[src/patm_pkg.sv]
// Constants shared by the address trap monitor: register map, reset values and bus commands.
package patm_pkg;

    // ------------------------------------------------------------------
    // Register map
    // ------------------------------------------------------------------
    localparam int NUM_REGS = 15;
    localparam logic [7:0] REG_FIRST = 8'ha0;
    localparam logic [7:0] REG_LAST = 8'hd8;
    localparam logic [7:0] SERIAL_TRAP_ADDRESS = 8'ha0;
    localparam logic [7:0] SERIAL_TRAP_MASK = 8'ha4;
    localparam logic [7:0] AUDIO_TRAP_ADDRESS_LOW = 8'ha8;
    localparam logic [7:0] AUDIO_TRAP_ADDRESS_HIGH = 8'hac;
    localparam logic [7:0] AUDIO_TRAP_MASK = 8'hb0;
    localparam logic [7:0] CARD_TRAP_IO_ADDRESS = 8'hb4;
    localparam logic [7:0] CARD1_TRAP_MEMORY_ADDRESS = 8'hb8;
    localparam logic [7:0] CARD2_TRAP_MEMORY_ADDRESS = 8'hbc;
    localparam logic [7:0] CARD_TRAP_MASK = 8'hc0;
    localparam logic [7:0] IO_MONITOR_ADDRESS_LOW = 8'hc4;
    localparam logic [7:0] IO_MONITOR_ADDRESS_HIGH = 8'hc8;
    localparam logic [7:0] IO_MONITOR_MASK = 8'hcc;
    localparam logic [7:0] MEMORY_MONITOR1_ADDRESS = 8'hd0;
    localparam logic [7:0] MEMORY_MONITOR2_ADDRESS = 8'hd4;
    localparam logic [7:0] MEMORY_MONITOR_MASK = 8'hd8;

    // Word indices, counted from the first register.
    localparam int IDX_SER_ADDR = 0;
    localparam int IDX_SER_MASK = 1;
    localparam int IDX_AUD_LO = 2;
    localparam int IDX_AUD_HI = 3;
    localparam int IDX_AUD_MASK = 4;
    localparam int IDX_CARD_IO = 5;
    localparam int IDX_CARD1_MEM = 6;
    localparam int IDX_CARD2_MEM = 7;
    localparam int IDX_CARD_MASK = 8;
    localparam int IDX_IOM_LO = 9;
    localparam int IDX_IOM_HI = 10;
    localparam int IDX_IOM_MASK = 11;
    localparam int IDX_MEM1 = 12;
    localparam int IDX_MEM2 = 13;
    localparam int IDX_MEM_MASK = 14;

    localparam logic [31:0] REG_RESET [NUM_REGS] = '{
        32'h02f803f8, 32'h00000f0f, 32'h03300220, 32'h03880530, 32'h0707010f,
        32'h00000000, 32'h00000000, 32'h00000000, 32'h00000000, 32'h00000000,
        32'h00000000, 32'h00000000, 32'h00000000, 32'h00000000, 32'h00000000
    };

    // Writable bits; reserved and unimplemented bits stay zero.
    localparam logic [31:0] REG_WMASK [NUM_REGS] = '{
        32'hffffffff, 32'h0000ffff, 32'hffffffff, 32'hffffffff, 32'hffffffff,
        32'hffffffff, 32'hfffffc00, 32'hfffffc00, 32'hffffffff, 32'hffffffff,
        32'hffffffff, 32'hffffffff, 32'hffffff00, 32'hffffff00, 32'hffffffff
    };

    // ------------------------------------------------------------------
    // Bus commands, as driven on the command/byte-enable lines
    // ------------------------------------------------------------------
    localparam logic [3:0] CMD_IO_READ = 4'h2;
    localparam logic [3:0] CMD_IO_WRITE = 4'h3;
    localparam logic [3:0] CMD_MEM_READ = 4'h6;
    localparam logic [3:0] CMD_MEM_WRITE = 4'h7;
    localparam logic [3:0] CMD_MEM_READ_MULT = 4'hc;
    localparam logic [3:0] CMD_MEM_READ_LINE = 4'he;
    localparam logic [3:0] CMD_MEM_WRITE_INV = 4'hf;

    localparam int NUM_IO_CMP = 12;

endpackage : patm_pkg

[src/patm_trap_monitor.sv]
// Bus address trap monitor: snooped address phases against masked windows.
// ----------------------------------------------------------------------
// Notes on behaviour
// - Serial traps match masked 16-bit IO address.
// - Every observed IO or memory address phase checked, any target.
// - Serial masks act on bits 7:0 only.
// - Serial address: second port high, first low.
// - Serial mask: second 15:8, first 7:0.
// - Audio event when any four windows match.
// - Audio address words: lower window low half.
// - Audio masks packed window four down one.
// - Card traps match IO or memory bits 31:10.
// - Card IO masks 7:0, memory masks 17:10.
// - Card memory address in 31:10, low reserved.
// - Card mask register packs memory and IO masks.
// - Four IO range monitors, masked IO compare.
// - Monitor masks 7:0, three/four extend 10:8.
// - Monitor addresses paired, masks packed four down.
// - Memory monitors compare bits 31:8, mask 23:8.
// - Memory monitor address in 31:8, low reserved.
// - Memory monitor mask: two high, one low.
// - Every trap event is a module output.
// ----------------------------------------------------------------------
`timescale 1ns/1ns

// ----------------------------------------------------------------------
// Masked comparator
// ----------------------------------------------------------------------
module patm_cmp #(
    parameter int W = 16
) (
    input wire logic [W-1:0] a,
    input wire logic [W-1:0] b,
    input wire logic [W-1:0] m,
    output logic hit
);
    // Mask bits set to one are forced equal on both sides.
    assign hit = ((a | m) == (b | m));
endmodule : patm_cmp

// ----------------------------------------------------------------------
// Top
// ----------------------------------------------------------------------
module patm_trap_monitor (
    input wire logic CLK,
    input wire logic RST_N,
    input wire logic FRAME_N,
    input wire logic [31:0] AD,
    input wire logic [3:0] CBE_N,
    input wire logic CFG_WR,
    input wire logic CFG_RD,
    input wire logic [7:0] CFG_ADDR,
    input wire logic [3:0] CFG_BE,
    input wire logic [31:0] CFG_WDATA,
    output logic [31:0] CFG_RDATA,
    input wire logic [2:0] IOMON3_MASK_EXTEND,
    input wire logic [2:0] IOMON4_MASK_EXTEND,
    output logic SERIAL_FIRST_EVT,
    output logic SERIAL_SECOND_EVT,
    output logic AUDIO_EVT,
    output logic CARD1_EVT,
    output logic CARD2_EVT,
    output logic [3:0] IOMON_EVT,
    output logic [1:0] MEMMON_EVT
);
    import patm_pkg::*;

    // ------------------------------------------------------------------
    // Configuration registers
    // ------------------------------------------------------------------
    logic [31:0] cfg_reg [NUM_REGS];
    logic [31:0] rdata_reg;
    wire [7:0] cfg_off = CFG_ADDR - REG_FIRST;
    wire [3:0] cfg_idx = cfg_off[5:2];
    wire cfg_hit = (CFG_ADDR >= REG_FIRST) && (CFG_ADDR <= REG_LAST) && (CFG_ADDR[1:0] == 2'h0);
    wire [31:0] be_bits = {{8{CFG_BE[3]}}, {8{CFG_BE[2]}}, {8{CFG_BE[1]}}, {8{CFG_BE[0]}}};

    genvar gi;
    generate
        for (gi = 0; gi < NUM_REGS; gi++) begin : g_reg
            wire wr_sel = CFG_WR && cfg_hit && (cfg_idx == 4'(gi));
            wire [31:0] merged = (cfg_reg[gi] & ~be_bits) | (CFG_WDATA & be_bits);
            always_ff @(posedge CLK or negedge RST_N) begin
                if (!RST_N) begin
                    cfg_reg[gi] <= REG_RESET[gi];
                end else if (wr_sel) begin
                    // Reserved bits are held at zero.
                    cfg_reg[gi] <= merged & REG_WMASK[gi];
                end
            end
        end
    endgenerate

    // Unmapped offsets read as zero.
    wire [31:0] rdata_next = cfg_hit ? cfg_reg[cfg_idx] : 32'h00000000;

    always_ff @(posedge CLK or negedge RST_N) begin
        if (!RST_N) begin
            rdata_reg <= 32'h00000000;
        end else if (CFG_RD) begin
            rdata_reg <= rdata_next;
        end
    end

    // ------------------------------------------------------------------
    // Bus snoop stages
    // ------------------------------------------------------------------
    // Two register stages keep the comparators off the raw pins; the added
    // latency is harmless because events are only consumed by slow logic.
    logic frame_s1_reg, frame_s2_reg, frame_prev_reg;
    logic [31:0] ad_s1_reg, ad_s2_reg;
    logic [3:0] cmd_s1_reg, cmd_s2_reg;

    always_ff @(posedge CLK or negedge RST_N) begin
        if (!RST_N) begin
            frame_s1_reg <= 1'b1;
            frame_s2_reg <= 1'b1;
            frame_prev_reg <= 1'b1;
            ad_s1_reg <= 32'h00000000;
            ad_s2_reg <= 32'h00000000;
            cmd_s1_reg <= 4'h0;
            cmd_s2_reg <= 4'h0;
        end else begin
            frame_s1_reg <= FRAME_N;
            frame_s2_reg <= frame_s1_reg;
            frame_prev_reg <= frame_s2_reg;
            ad_s1_reg <= AD;
            ad_s2_reg <= ad_s1_reg;
            cmd_s1_reg <= CBE_N;
            cmd_s2_reg <= cmd_s1_reg;
        end
    end

    // The address phase is the first clock with the frame asserted; no target
    // decode is involved, so cycles for other targets are seen too.
    wire addr_phase = frame_prev_reg && !frame_s2_reg;
    wire is_io = (cmd_s2_reg == CMD_IO_READ) || (cmd_s2_reg == CMD_IO_WRITE);
    wire is_mem = (cmd_s2_reg == CMD_MEM_READ) || (cmd_s2_reg == CMD_MEM_WRITE)
        || (cmd_s2_reg == CMD_MEM_READ_MULT) || (cmd_s2_reg == CMD_MEM_READ_LINE)
        || (cmd_s2_reg == CMD_MEM_WRITE_INV);
    wire io_phase = addr_phase && is_io;
    wire mem_phase = addr_phase && is_mem;

    // ------------------------------------------------------------------
    // IO windows: serial 0-1, audio 2-5, card 6-7, range monitors 8-11
    // ------------------------------------------------------------------
    logic [15:0] io_addr [NUM_IO_CMP];
    logic [15:0] io_mask [NUM_IO_CMP];
    logic [NUM_IO_CMP-1:0] io_hit;

    assign io_addr[0] = cfg_reg[IDX_SER_ADDR][15:0];
    assign io_addr[1] = cfg_reg[IDX_SER_ADDR][31:16];
    assign io_mask[0] = {8'h00, cfg_reg[IDX_SER_MASK][7:0]};
    assign io_mask[1] = {8'h00, cfg_reg[IDX_SER_MASK][15:8]};
    assign io_addr[2] = cfg_reg[IDX_AUD_LO][15:0];
    assign io_addr[3] = cfg_reg[IDX_AUD_LO][31:16];
    assign io_addr[4] = cfg_reg[IDX_AUD_HI][15:0];
    assign io_addr[5] = cfg_reg[IDX_AUD_HI][31:16];
    assign io_mask[2] = {8'h00, cfg_reg[IDX_AUD_MASK][7:0]};
    assign io_mask[3] = {8'h00, cfg_reg[IDX_AUD_MASK][15:8]};
    assign io_mask[4] = {8'h00, cfg_reg[IDX_AUD_MASK][23:16]};
    assign io_mask[5] = {8'h00, cfg_reg[IDX_AUD_MASK][31:24]};
    assign io_addr[6] = cfg_reg[IDX_CARD_IO][15:0];
    assign io_addr[7] = cfg_reg[IDX_CARD_IO][31:16];
    assign io_mask[6] = {8'h00, cfg_reg[IDX_CARD_MASK][7:0]};
    assign io_mask[7] = {8'h00, cfg_reg[IDX_CARD_MASK][15:8]};
    assign io_addr[8] = cfg_reg[IDX_IOM_LO][15:0];
    assign io_addr[9] = cfg_reg[IDX_IOM_LO][31:16];
    assign io_addr[10] = cfg_reg[IDX_IOM_HI][15:0];
    assign io_addr[11] = cfg_reg[IDX_IOM_HI][31:16];
    assign io_mask[8] = {8'h00, cfg_reg[IDX_IOM_MASK][7:0]};
    assign io_mask[9] = {8'h00, cfg_reg[IDX_IOM_MASK][15:8]};
    assign io_mask[10] = {5'h00, IOMON3_MASK_EXTEND, cfg_reg[IDX_IOM_MASK][23:16]};
    assign io_mask[11] = {5'h00, IOMON4_MASK_EXTEND, cfg_reg[IDX_IOM_MASK][31:24]};

    generate
        for (gi = 0; gi < NUM_IO_CMP; gi++) begin : g_io
            patm_cmp #(.W(16)) u_cmp (
                .a(ad_s2_reg[15:0]),
                .b(io_addr[gi]),
                .m(io_mask[gi]),
                .hit(io_hit[gi])
            );
        end
    endgenerate

    // ------------------------------------------------------------------
    // Memory windows
    // ------------------------------------------------------------------
    logic [1:0] card_mem_hit;
    logic [1:0] mon_mem_hit;
    logic [21:0] card_mem_addr [2];
    logic [21:0] card_mem_mask [2];
    logic [23:0] mon_mem_addr [2];
    logic [23:0] mon_mem_mask [2];

    assign card_mem_addr[0] = cfg_reg[IDX_CARD1_MEM][31:10];
    assign card_mem_addr[1] = cfg_reg[IDX_CARD2_MEM][31:10];
    assign card_mem_mask[0] = {14'h0000, cfg_reg[IDX_CARD_MASK][23:16]};
    assign card_mem_mask[1] = {14'h0000, cfg_reg[IDX_CARD_MASK][31:24]};
    assign mon_mem_addr[0] = cfg_reg[IDX_MEM1][31:8];
    assign mon_mem_addr[1] = cfg_reg[IDX_MEM2][31:8];
    assign mon_mem_mask[0] = {8'h00, cfg_reg[IDX_MEM_MASK][15:0]};
    assign mon_mem_mask[1] = {8'h00, cfg_reg[IDX_MEM_MASK][31:16]};

    generate
        for (gi = 0; gi < 2; gi++) begin : g_mem
            patm_cmp #(.W(22)) u_card (
                .a(ad_s2_reg[31:10]),
                .b(card_mem_addr[gi]),
                .m(card_mem_mask[gi]),
                .hit(card_mem_hit[gi])
            );
            patm_cmp #(.W(24)) u_mon (
                .a(ad_s2_reg[31:8]),
                .b(mon_mem_addr[gi]),
                .m(mon_mem_mask[gi]),
                .hit(mon_mem_hit[gi])
            );
        end
    endgenerate

    // ------------------------------------------------------------------
    // Event outputs
    // ------------------------------------------------------------------
    logic ser1_reg, ser2_reg, audio_reg, card1_reg, card2_reg;
    logic [3:0] iomon_reg;
    logic [1:0] memmon_reg;

    wire ser1_next = io_phase && io_hit[0];
    wire ser2_next = io_phase && io_hit[1];
    wire audio_next = io_phase && (|io_hit[5:2]);
    wire card1_next = (io_phase && io_hit[6]) || (mem_phase && card_mem_hit[0]);
    wire card2_next = (io_phase && io_hit[7]) || (mem_phase && card_mem_hit[1]);
    wire [3:0] iomon_next = io_phase ? io_hit[11:8] : 4'h0;
    wire [1:0] memmon_next = mem_phase ? mon_mem_hit : 2'h0;

    // Each event is high for exactly the one clock after its address phase.
    always_ff @(posedge CLK or negedge RST_N) begin
        if (!RST_N) begin
            ser1_reg <= 1'b0;
            ser2_reg <= 1'b0;
            audio_reg <= 1'b0;
            card1_reg <= 1'b0;
            card2_reg <= 1'b0;
            iomon_reg <= 4'h0;
            memmon_reg <= 2'h0;
        end else begin
            ser1_reg <= ser1_next;
            ser2_reg <= ser2_next;
            audio_reg <= audio_next;
            card1_reg <= card1_next;
            card2_reg <= card2_next;
            iomon_reg <= iomon_next;
            memmon_reg <= memmon_next;
        end
    end

    assign CFG_RDATA = rdata_reg;
    assign SERIAL_FIRST_EVT = ser1_reg;
    assign SERIAL_SECOND_EVT = ser2_reg;
    assign AUDIO_EVT = audio_reg;
    assign CARD1_EVT = card1_reg;
    assign CARD2_EVT = card2_reg;
    assign IOMON_EVT = iomon_reg;
    assign MEMMON_EVT = memmon_reg;

endmodule : patm_trap_monitor

[config.mk]
export PLATFORM = sky130hd
export DESIGN_NAME = patm_trap_monitor
export DESIGN_NICKNAME = d
export VERILOG_FILES = /design/src/patm_pkg.sv /design/src/patm_trap_monitor.sv
export SDC_FILE = /design/constraint.sdc
export NUM_CORES = 1
export LEC_CHECK = 0
export BUFFER_PORTS_ARGS = -buffer_cell sky130_fd_sc_hd__buf_4
export CORE_UTILIZATION = 62
export DETAILED_ROUTE_END_ITERATION = 7
export HOLD_SLACK_MARGIN = 0.1
export PLACE_DENSITY = 0.8
export SLEW_MARGIN = 5
export SYNTH_ARGS = -nofsm -noshare
export SYNTH_HDL_FRONTEND = slang
export SYNTH_HIERARCHICAL = 1
export SYNTH_SLANG_ARGS = --single-unit
[constraint.sdc]
create_clock -name CLK -period 2.39 [get_ports CLK]
set_clock_uncertainty 0.2 [all_clocks]
set_input_delay 0.717 -clock CLK [delete_from_list [all_inputs] [get_ports CLK]]
set_output_delay 0.717 -clock CLK [all_outputs]
set_load 0.05 [all_outputs]
==> results of run 1 <==
==> area by class of cell <==
| class | instances | area share |
|---|---|---|
| inverters | 28 | 0.00311 |
| clock buffers | 83 | 0.0498 |
| flip-flops and latches | 546 | 0.406 |
| repair buffers | 367 | 0.103 |
| well taps | 585 | 0.0216 |
| multi-input cells | 1552 | 0.411 |
| diodes | 2 | 0.000148 |
| clock inverters | 21 | 0.00559 |
==> cells by family (layout without fill, tap and decap cells) <==
logic type / count (synthesis) / in the layout / synth area share
other: 1 / 136 / 0.000138
xor gates and xnor gates: 284 / 284 / 0.0915
buffers and inverters: 141 / 499 / 0.0208
DFF: 546 / 546 / 0.505
AOI/OAI and AO/OA: 315 / 315 / 0.0809
muxes: 583 / 583 / 0.248
and+or+nand+nor: 236 / 236 / 0.0541
==> routing by layer <==
layer | vias up | track usage
met1 | 10605 | 0.601
met2 | 1263 | 0.649
met3 | 290 | 0.113
li1 | 8577 | -
met5 | - | 0
met4 | 2 | 0.224
==> path summary, 6_finish.rpt <==
check                      slack (ps)                      end                     from
min                               150  ad_s2_reg[12]$_DFF_PN0_  ad_s1_reg[12]$_DFF_PN0_
max reg2reg                       -10      CARD1_EVT$_DFF_PN0_   ad_s2_reg[5]$_DFF_PN0_
min in group asynchronous         380                async pin                    RST_N
max                               -10      CARD1_EVT$_DFF_PN0_   ad_s2_reg[5]$_DFF_PN0_
max in group asynchronous         760                async pin                    RST_N
min reg2reg                       150  ad_s2_reg[12]$_DFF_PN0_  ad_s1_reg[12]$_DFF_PN0_
==> placed cells by master (no fill, tap or decap), types with 16 or more instances in the layout <==
cell type      count
nand2_1           44
conb_1           134
mux2_4            33
clkbuf_8          17
mux2_2           399
o21ai_0           24
clkbuf_16         57
o221ai_1          39
nor2_1            17
dlygate4sd3_1     38
buf_12            48
dfstp_2           49
dfrtp_1          491
nand2b_1          30
mux4_2            29
mux2i_1          121
nand3_4           16
buf_4            277
o2bb2ai_1         16
inv_1             27
o22ai_1          146
xnor2_1          281
or4_1             24
a22oi_1           38
==> worst reg2reg max path, delay by kind of cell, from the launching register on <==
family / cells / cell delay (ps)
AOI/OAI and AO/OA: 2 / 480
xor gates and xnor gates: 1 / 180
buffers and inverters: 1 / 230
DFF: 1 / 530
and+or+nand+nor: 2 / 660
==> power by group <==
part	switching, µW	internal, µW
Combinational	1450	1100
Sequential	362	9550
Clock	3840	5100
==> per-stage QoR <==
| stage | hold WS [ps] | utilization | setup TNS [ps] | instances |
|---|---|---|---|---|
| after detailed placement | 135 | 0.730 | -222500 | 3040 |
| after global routing | 156 | 0.783 | 0 | 3182 |
| after global placement | 132 | 0.730 | -215350 | 3040 |
| final | 146 | 0.783 | -10.2 | 3184 |
| after floorplan | 131 | - | -79450 | 2239 |
| after CTS | 149 | 0.783 | 0 | 3182 |
==> what timing repair did <==
item                       in CTS  in global routing
hold endpoints to repair       77                  0
hold buffers                   38                  0
setup endpoints to repair      20                  2
gates resized for setup         7                  6
==> metrics.md, run 1 <==
| Metric | Value |
|---|---|
| Outcome | `finished, violations left` |
| Failing checks | `negative setup slack` |
| Clock period minus worst slack | `2400 ps` |
| Routed length on met3 | `10300 µm` |
| Fmax | `417 MHz` |
| Sequential area share after synthesis | `0.505` |
| Vias in the first global route | `21175` |
| FF+latch count, synth | `546` |
| Setup Fix Bufs, Post-CTS | `0` |
| Initial drt markers | `2352` |
| Top sig layer | `met5` |
| RePlAce Congestion | `0.989` |
| Fin. max-slew vios | `0` |
| Most common cell in the netlist | `dfrtp_1` |
| Setup-failing EPs final | `1` |
| DP Area | `31500 µm²` |
| # port buffers | `133` |
| Die W | `211 µm` |
| Tcrit/Tclk final | `1.00` |
| Dominant cells by area after synthesis | `dfrtp_1 46%, mux2_2 18%, xnor2_1 9.1%, dfstp_2 4.7%, mux2i_1 4.5%` |
| Initial antenna violation count | `2` |
| Netlist cell types | `59` |
| Area Growth Syn to Fin | `24.4%` |
| Final total power | `21400 µW` |
| Vias after detailed routing | `20737` |
| Antenna-violating nets left | `0` |
| Most common library cells after synthesis | `497 x dfrtp_1, 432 x mux2_2, 284 x xnor2_1, 146 x o22ai_1, 121 x mux2i_1` |
| CTS root buffer | `clkbuf_16` |
| EDFF count, synth | `0` |
| Routed wl met2 | `42300 µm` |
| Worst path slowest cell | `dfrtp_1` |
| Yosys top cell area share | `0.457` |
| Gr usage total | `0.439` |
| Top Family by Delay on Critical Path | `simple AND/OR/NAND/NOR gates` |
| Post-synthesis cell area | `27200 µm²` |
| R2R depth | `6` |
| HPWL Detailed | `70300 µm` |
| Seq. cell area | `13700 µm²` |
| Least-Margin Pin Slew | `689 ps` |
| Worst path buffer plus inverter count | `1` |
| Number of clock buffers inserted by TritonCTS | `56` |
| Total Wirelength | `96000 µm` |
| Power Dens Cells | `633 nW/µm²` |
| Final WS setup | `-10.2 ps` |
| Largest net degree at the start of global routing | `86` |
| Cell breakdown of the critical path | `buf_12 -> xnor2_1 -> o22ai_1 -> or4_1 -> nor2_1 -> a22o_1` |
| Critical Path Fanout Max | `6` |
| FILL cells | `2714` |
| P_leak | `0.0152 µW` |
| Layout cells sized above 1 | `0.386` |
| Die span in y | `211 µm` |
| Crit path kind | `flop to flop` |
| Worst slew margin | `0.541` |
| Design area | `33800 µm²` |
| Final #Nets | `2642` |
| Residual DRC | `0` |
| 1st-pass router iterations | `5` |
| Row count | `76` |
| Worst Hold Class | `flop to flop` |
| Initial Util | `0.630` |
| Max Cap Viol | `0` |
| Clock sinks | `546` |
| Area of the multi-input gates | `13900 µm²` |
| DIE AREA | `44700 µm²` |
| Area leader, netlist | `dfrtp_1` |
| Routed vias/inst | `6.51` |
| Setup crit end kind | `flop` |
| Worst stage delay on the critical path | `530 ps` |
| CP Launch Type | `flop` |
| Post-Route M1 WL | `37900 µm` |
| RSZ-0062 raised after global routing | `no` |
| First-pass GRT wire length | `141000 µm` |
| Final Hold Viols | `0` |
| Clock slew at reported path FFs | `60 ps` |
| Maximum VDD drop | `0.690 mV` |
| Worst EP required | `2710 ps` |
| WL per Instance | `30.1 µm` |
| Htree depth | `2` |
| Main flop type after synthesis | `dfrtp_1` |
| GR Overflow Total | `0` |
| CTS tree | `done` |
| Syn_area_per_cell | `12.9 µm²` |
| Dpl ws | `-669 ps` |
| Stages on worst setup path | `6` |
| Core Area | `43200 µm²` |
| I/O Pins | `134` |
| Cells after Synth | `2106` |
| Async SR Flop Fraction | `1.00` |
| Clock latency on the worst-skew pair | `650 ps` |
| WP data arrival | `2720 ps` |
| Ys Warns | `6` |
| Hold Crit Depth | `0` |
| Worst-case clock buffer depth | `3` |
Power figures use the tool's default switching activity.
==> run 2: changes to the inputs <==
Settings changed: BUFFER_PORTS_ARGS -buffer_cell sky130_fd_sc_hd__buf_4 to not set, CORE_UTILIZATION 62 to 45, DONT_BUFFER_PORTS set to 1, PLACE_DENSITY 0.8 to not set, SLEW_MARGIN 5 to not set.
==> run 2 against run 1 <==
The flow finishes with violations (negative hold slack). Power increased by 2.8%. Core utilization decreased by 23 points. Sequential cell count unchanged. Non-clock buffer count decreased by 170. Worst setup slack improved by 31 ps. Final cell count increased by 1.1%. Clock power increased by 13%. Routed wire length increased by 0.69%. Global-route usage decreased by 12 points. Fmax increased by 1.3%. Sequential share of layout area increased by 1.0 points. Via count decreased by 5.9%. Critical endpoint is now AUDIO_EVT$_DFF_PN0_. Largest power group is now the clock network.
==> metrics.md, run 2 (synthesis gave the netlist of run 1 again) <==
| Metric | Value |
|---|---|
| Outcome | `finished, violations left (unchanged)` |
| Failing checks | `negative hold slack (was negative setup slack)` |
| WL per Instance | `30.0 µm (was 30.1 µm)` |
| Number of clock buffers inserted by TritonCTS | `60 (was 56)` |
| Area Growth Syn to Fin | `21.3% (was 24.4%)` |
| Least-Margin Pin Slew | `1090 ps (was 689 ps)` |
| CTS root buffer | `clkbuf_16 (unchanged)` |
| RSZ-0062 raised after global routing | `no (unchanged)` |
| Gr usage total | `0.318 (was 0.439)` |
| CP Launch Type | `flop (unchanged)` |
| Vias in the first global route | `19782 (was 21175)` |
| Initial antenna violation count | `7 (was 2)` |
| P_leak | `0.0144 µW (was 0.0152 µW)` |
| Maximum VDD drop | `0.618 mV (was 0.690 mV)` |
| Vias after detailed routing | `19523 (was 20737)` |
| First-pass GRT wire length | `139000 µm (was 141000 µm)` |
| FF-to-FF End | `AUDIO_EVT$_DFF_PN0_ (was CARD1_EVT$_DFF_PN0_)` |
| Critical Path Fanout Max | `4 (was 6)` |
| Worst-case clock buffer depth | `3 (unchanged)` |
| Initial Util | `0.458 (was 0.630)` |
| FILL cells | `4877 (was 2714)` |
| Max Cap Viol | `0 (unchanged)` |
| Final #Nets | `2476 (was 2642)` |
| R2R depth | `6 (unchanged)` |
| Total Wirelength | `96600 µm (was 96000 µm)` |
| Cell breakdown of the critical path | `buf_4 -> xnor2_1 -> o22ai_1 -> or4_1 -> nor2_1 -> o41a_1 (was buf_12 -> xnor2_1 -> o22ai_1 -> or4_1 -> nor2_1 -> a22o_1)` |
| Worst slew margin | `0.273 (was 0.541)` |
| Most frequent cells in the layout | `494 x dfrtp_1, 399 x mux2_2, 284 x xnor2_1 (was 491 x dfrtp_1, 399 x mux2_2, 281 x xnor2_1)` |
| Final Hold Viols | `508 (was 0)` |
| # port buffers | `0 (was 133)` |
| I/O Pins | `134 (unchanged)` |
| Top Family by Delay on Critical Path | `simple AND/OR/NAND/NOR gates (unchanged)` |
| Final setup TNS | `0 ps (was -10.2 ps)` |
| Worst EP required | `2760 ps (was 2710 ps)` |
| Clock latency on the worst-skew pair | `650 ps (about the same)` |
| Antenna-violating nets left | `0 (unchanged)` |
| Die W | `248 µm (was 211 µm)` |
| RePlAce Congestion | `0.920 (was 0.989)` |
| Final total power | `22000 µW (was 21400 µW)` |
| Die span in y | `248 µm (was 211 µm)` |
| Placed Instances | `3023 (was 3040)` |
| Clock period minus worst slack | `2370 ps (was 2400 ps)` |
| Residual DRC | `0 (unchanged)` |
| Fin. max-slew vios | `0 (unchanged)` |
| Final hold slack | `-421 ps (was 146 ps)` |
| Worst stage delay on the critical path | `560 ps (was 530 ps)` |
| Routed vias/inst | `6.06 (was 6.51)` |
| Setup crit end kind | `flop (unchanged)` |
| Clock slew at reported path FFs | `60 ps (about the same)` |
| Row count | `89 (was 76)` |
| Commonest non-fill, non-tap cell in the layout | `dfrtp_1 (unchanged)` |
| DIE AREA | `61400 µm² (was 44700 µm²)` |
| Core Area | `59400 µm² (was 43200 µm²)` |
| Launch point of the worst reg-to-reg path | `ad_s2_reg[15]$_DFF_PN0_ (was ad_s2_reg[5]$_DFF_PN0_)` |
| Worst path slowest cell | `dfrtp_4 (was dfrtp_1)` |
| Htree depth | `2 (unchanged)` |
| Power Dens Cells | `667 nW/µm² (was 633 nW/µm²)` |
| Cell Count, Final, Fillers Out | `3219 (was 3184)` |
| WP data arrival | `2740 ps (was 2720 ps)` |
| Reg2reg setup slack | `20 ps (was -10 ps)` |
| Layout cells sized above 1 | `0.328 (was 0.386)` |
| Crit path kind | `flop to flop (unchanged)` |
| Setup-failing EPs final | `0 (was 1)` |
| Clock sinks | `546 (unchanged)` |
| HPWL Detailed | `67700 µm (was 70300 µm)` |
| Fmax | `422 MHz (was 417 MHz)` |
| Worst path buffer plus inverter count | `1 (unchanged)` |
| CTS tree | `done (unchanged)` |
| Largest net degree at the start of global routing | `547 (was 86)` |
| CTS Hold Bufs | `71 (was 38)` |
| 1st-pass router iterations | `5 (unchanged)` |
| Initial drt markers | `1903 (was 2352)` |
| Tcrit/Tclk final | `0.991 (was 1.00)` |
| GR Overflow Total | `0 (unchanged)` |
| Worst Hold Class | `primary input to async pin (was flop to flop)` |
run 2: changes by cell type in the layout (fill, tap and decap cells not counted), moves of 4 or more:
cell / previous run / this run
clkinv_4: 4 / 0
dlygate4sd3_1: 38 / 70
bufinv_16: 2 / 9
buf_4: 277 / 90
diode_2: 2 / 10
buf_12: 48 / 37
run 2: power breakdown:
group          switching (µW)  total (µW)  internal [µW]
Sequential                368        9920           9560
Clock                    3970       10100           6140
Combinational            1040        1960            922
Total                    5380       22000          16600
run 2: worst max-delay path by stage:
stage | start | end | depth (start not counted)
floorplan | CFG_ADDR[1] | flop | 6
finish | ad_s2_reg[15]$_DFF_PN0_ | AUDIO_EVT$_DFF_PN0_ | 6
global placement | CFG_ADDR[1] | flop | 7
CTS | ad_s2_reg[9]$_DFF_PN0_ | CARD1_EVT$_DFF_PN0_ | 6
global route | ad_s2_reg[15]$_DFF_PN0_ | CARD1_EVT$_DFF_PN0_ | 6
detailed placement | CFG_ADDR[1] | flop | 7
run 2: final cells by class:
class	count	area, µm²	area share
tap	773	967	0.0293
sequential	546	13700	0.416
inverter	28	105	0.00319
clock buffer	91	1800	0.0545
antenna	10	25.0	0.000758
multi-input combinational	1552	13900	0.421
timing repair buffer	197	2120	0.0642
clock inverter	22	369	0.0112
run 2: worst reg2reg max path, delay by kind of cell (launching register included):
kind	cells	cell delay, ps
flip-flops	1	560
buffers and inverters	1	200
AO/OA/AOI/OAI	2	380
XOR/XNOR	1	170
AND/OR/NAND/NOR	2	790
run 2: repair_timing:
item | in CTS | in global routing
endpoints found under the hold margin | 1034 | 539
gates resized for setup | 2 | 3
buffers inserted | 0 | 2
setup endpoints to repair | 3 | 2
run 2: per-stage QoR:
step / area (µm²) / hold slack [ps] / worst slack, ps / util
3_5_place_dp: 30100 / 135 / -468 / 0.506
3_3_place_gp: 30100 / 132 / -494 / 0.506
5_1_grt: 33000 / -448 / 5.06 / 0.556
6_report: 33000 / -421 / 21.3 / 0.556
2_1_floorplan: 28200 / 131 / -346 / -
4_1_cts: 32900 / -431 / 7.01 / 0.555
run 2: per-layer routing:
layer	vias to the layer above	GRT usage	wire length (µm)
li1	8246	-	-
met5	-	0	36
met3	210	0.0839	8890
met2	887	0.477	42900
met4	6	0.139	4490
met1	10174	0.433	40300
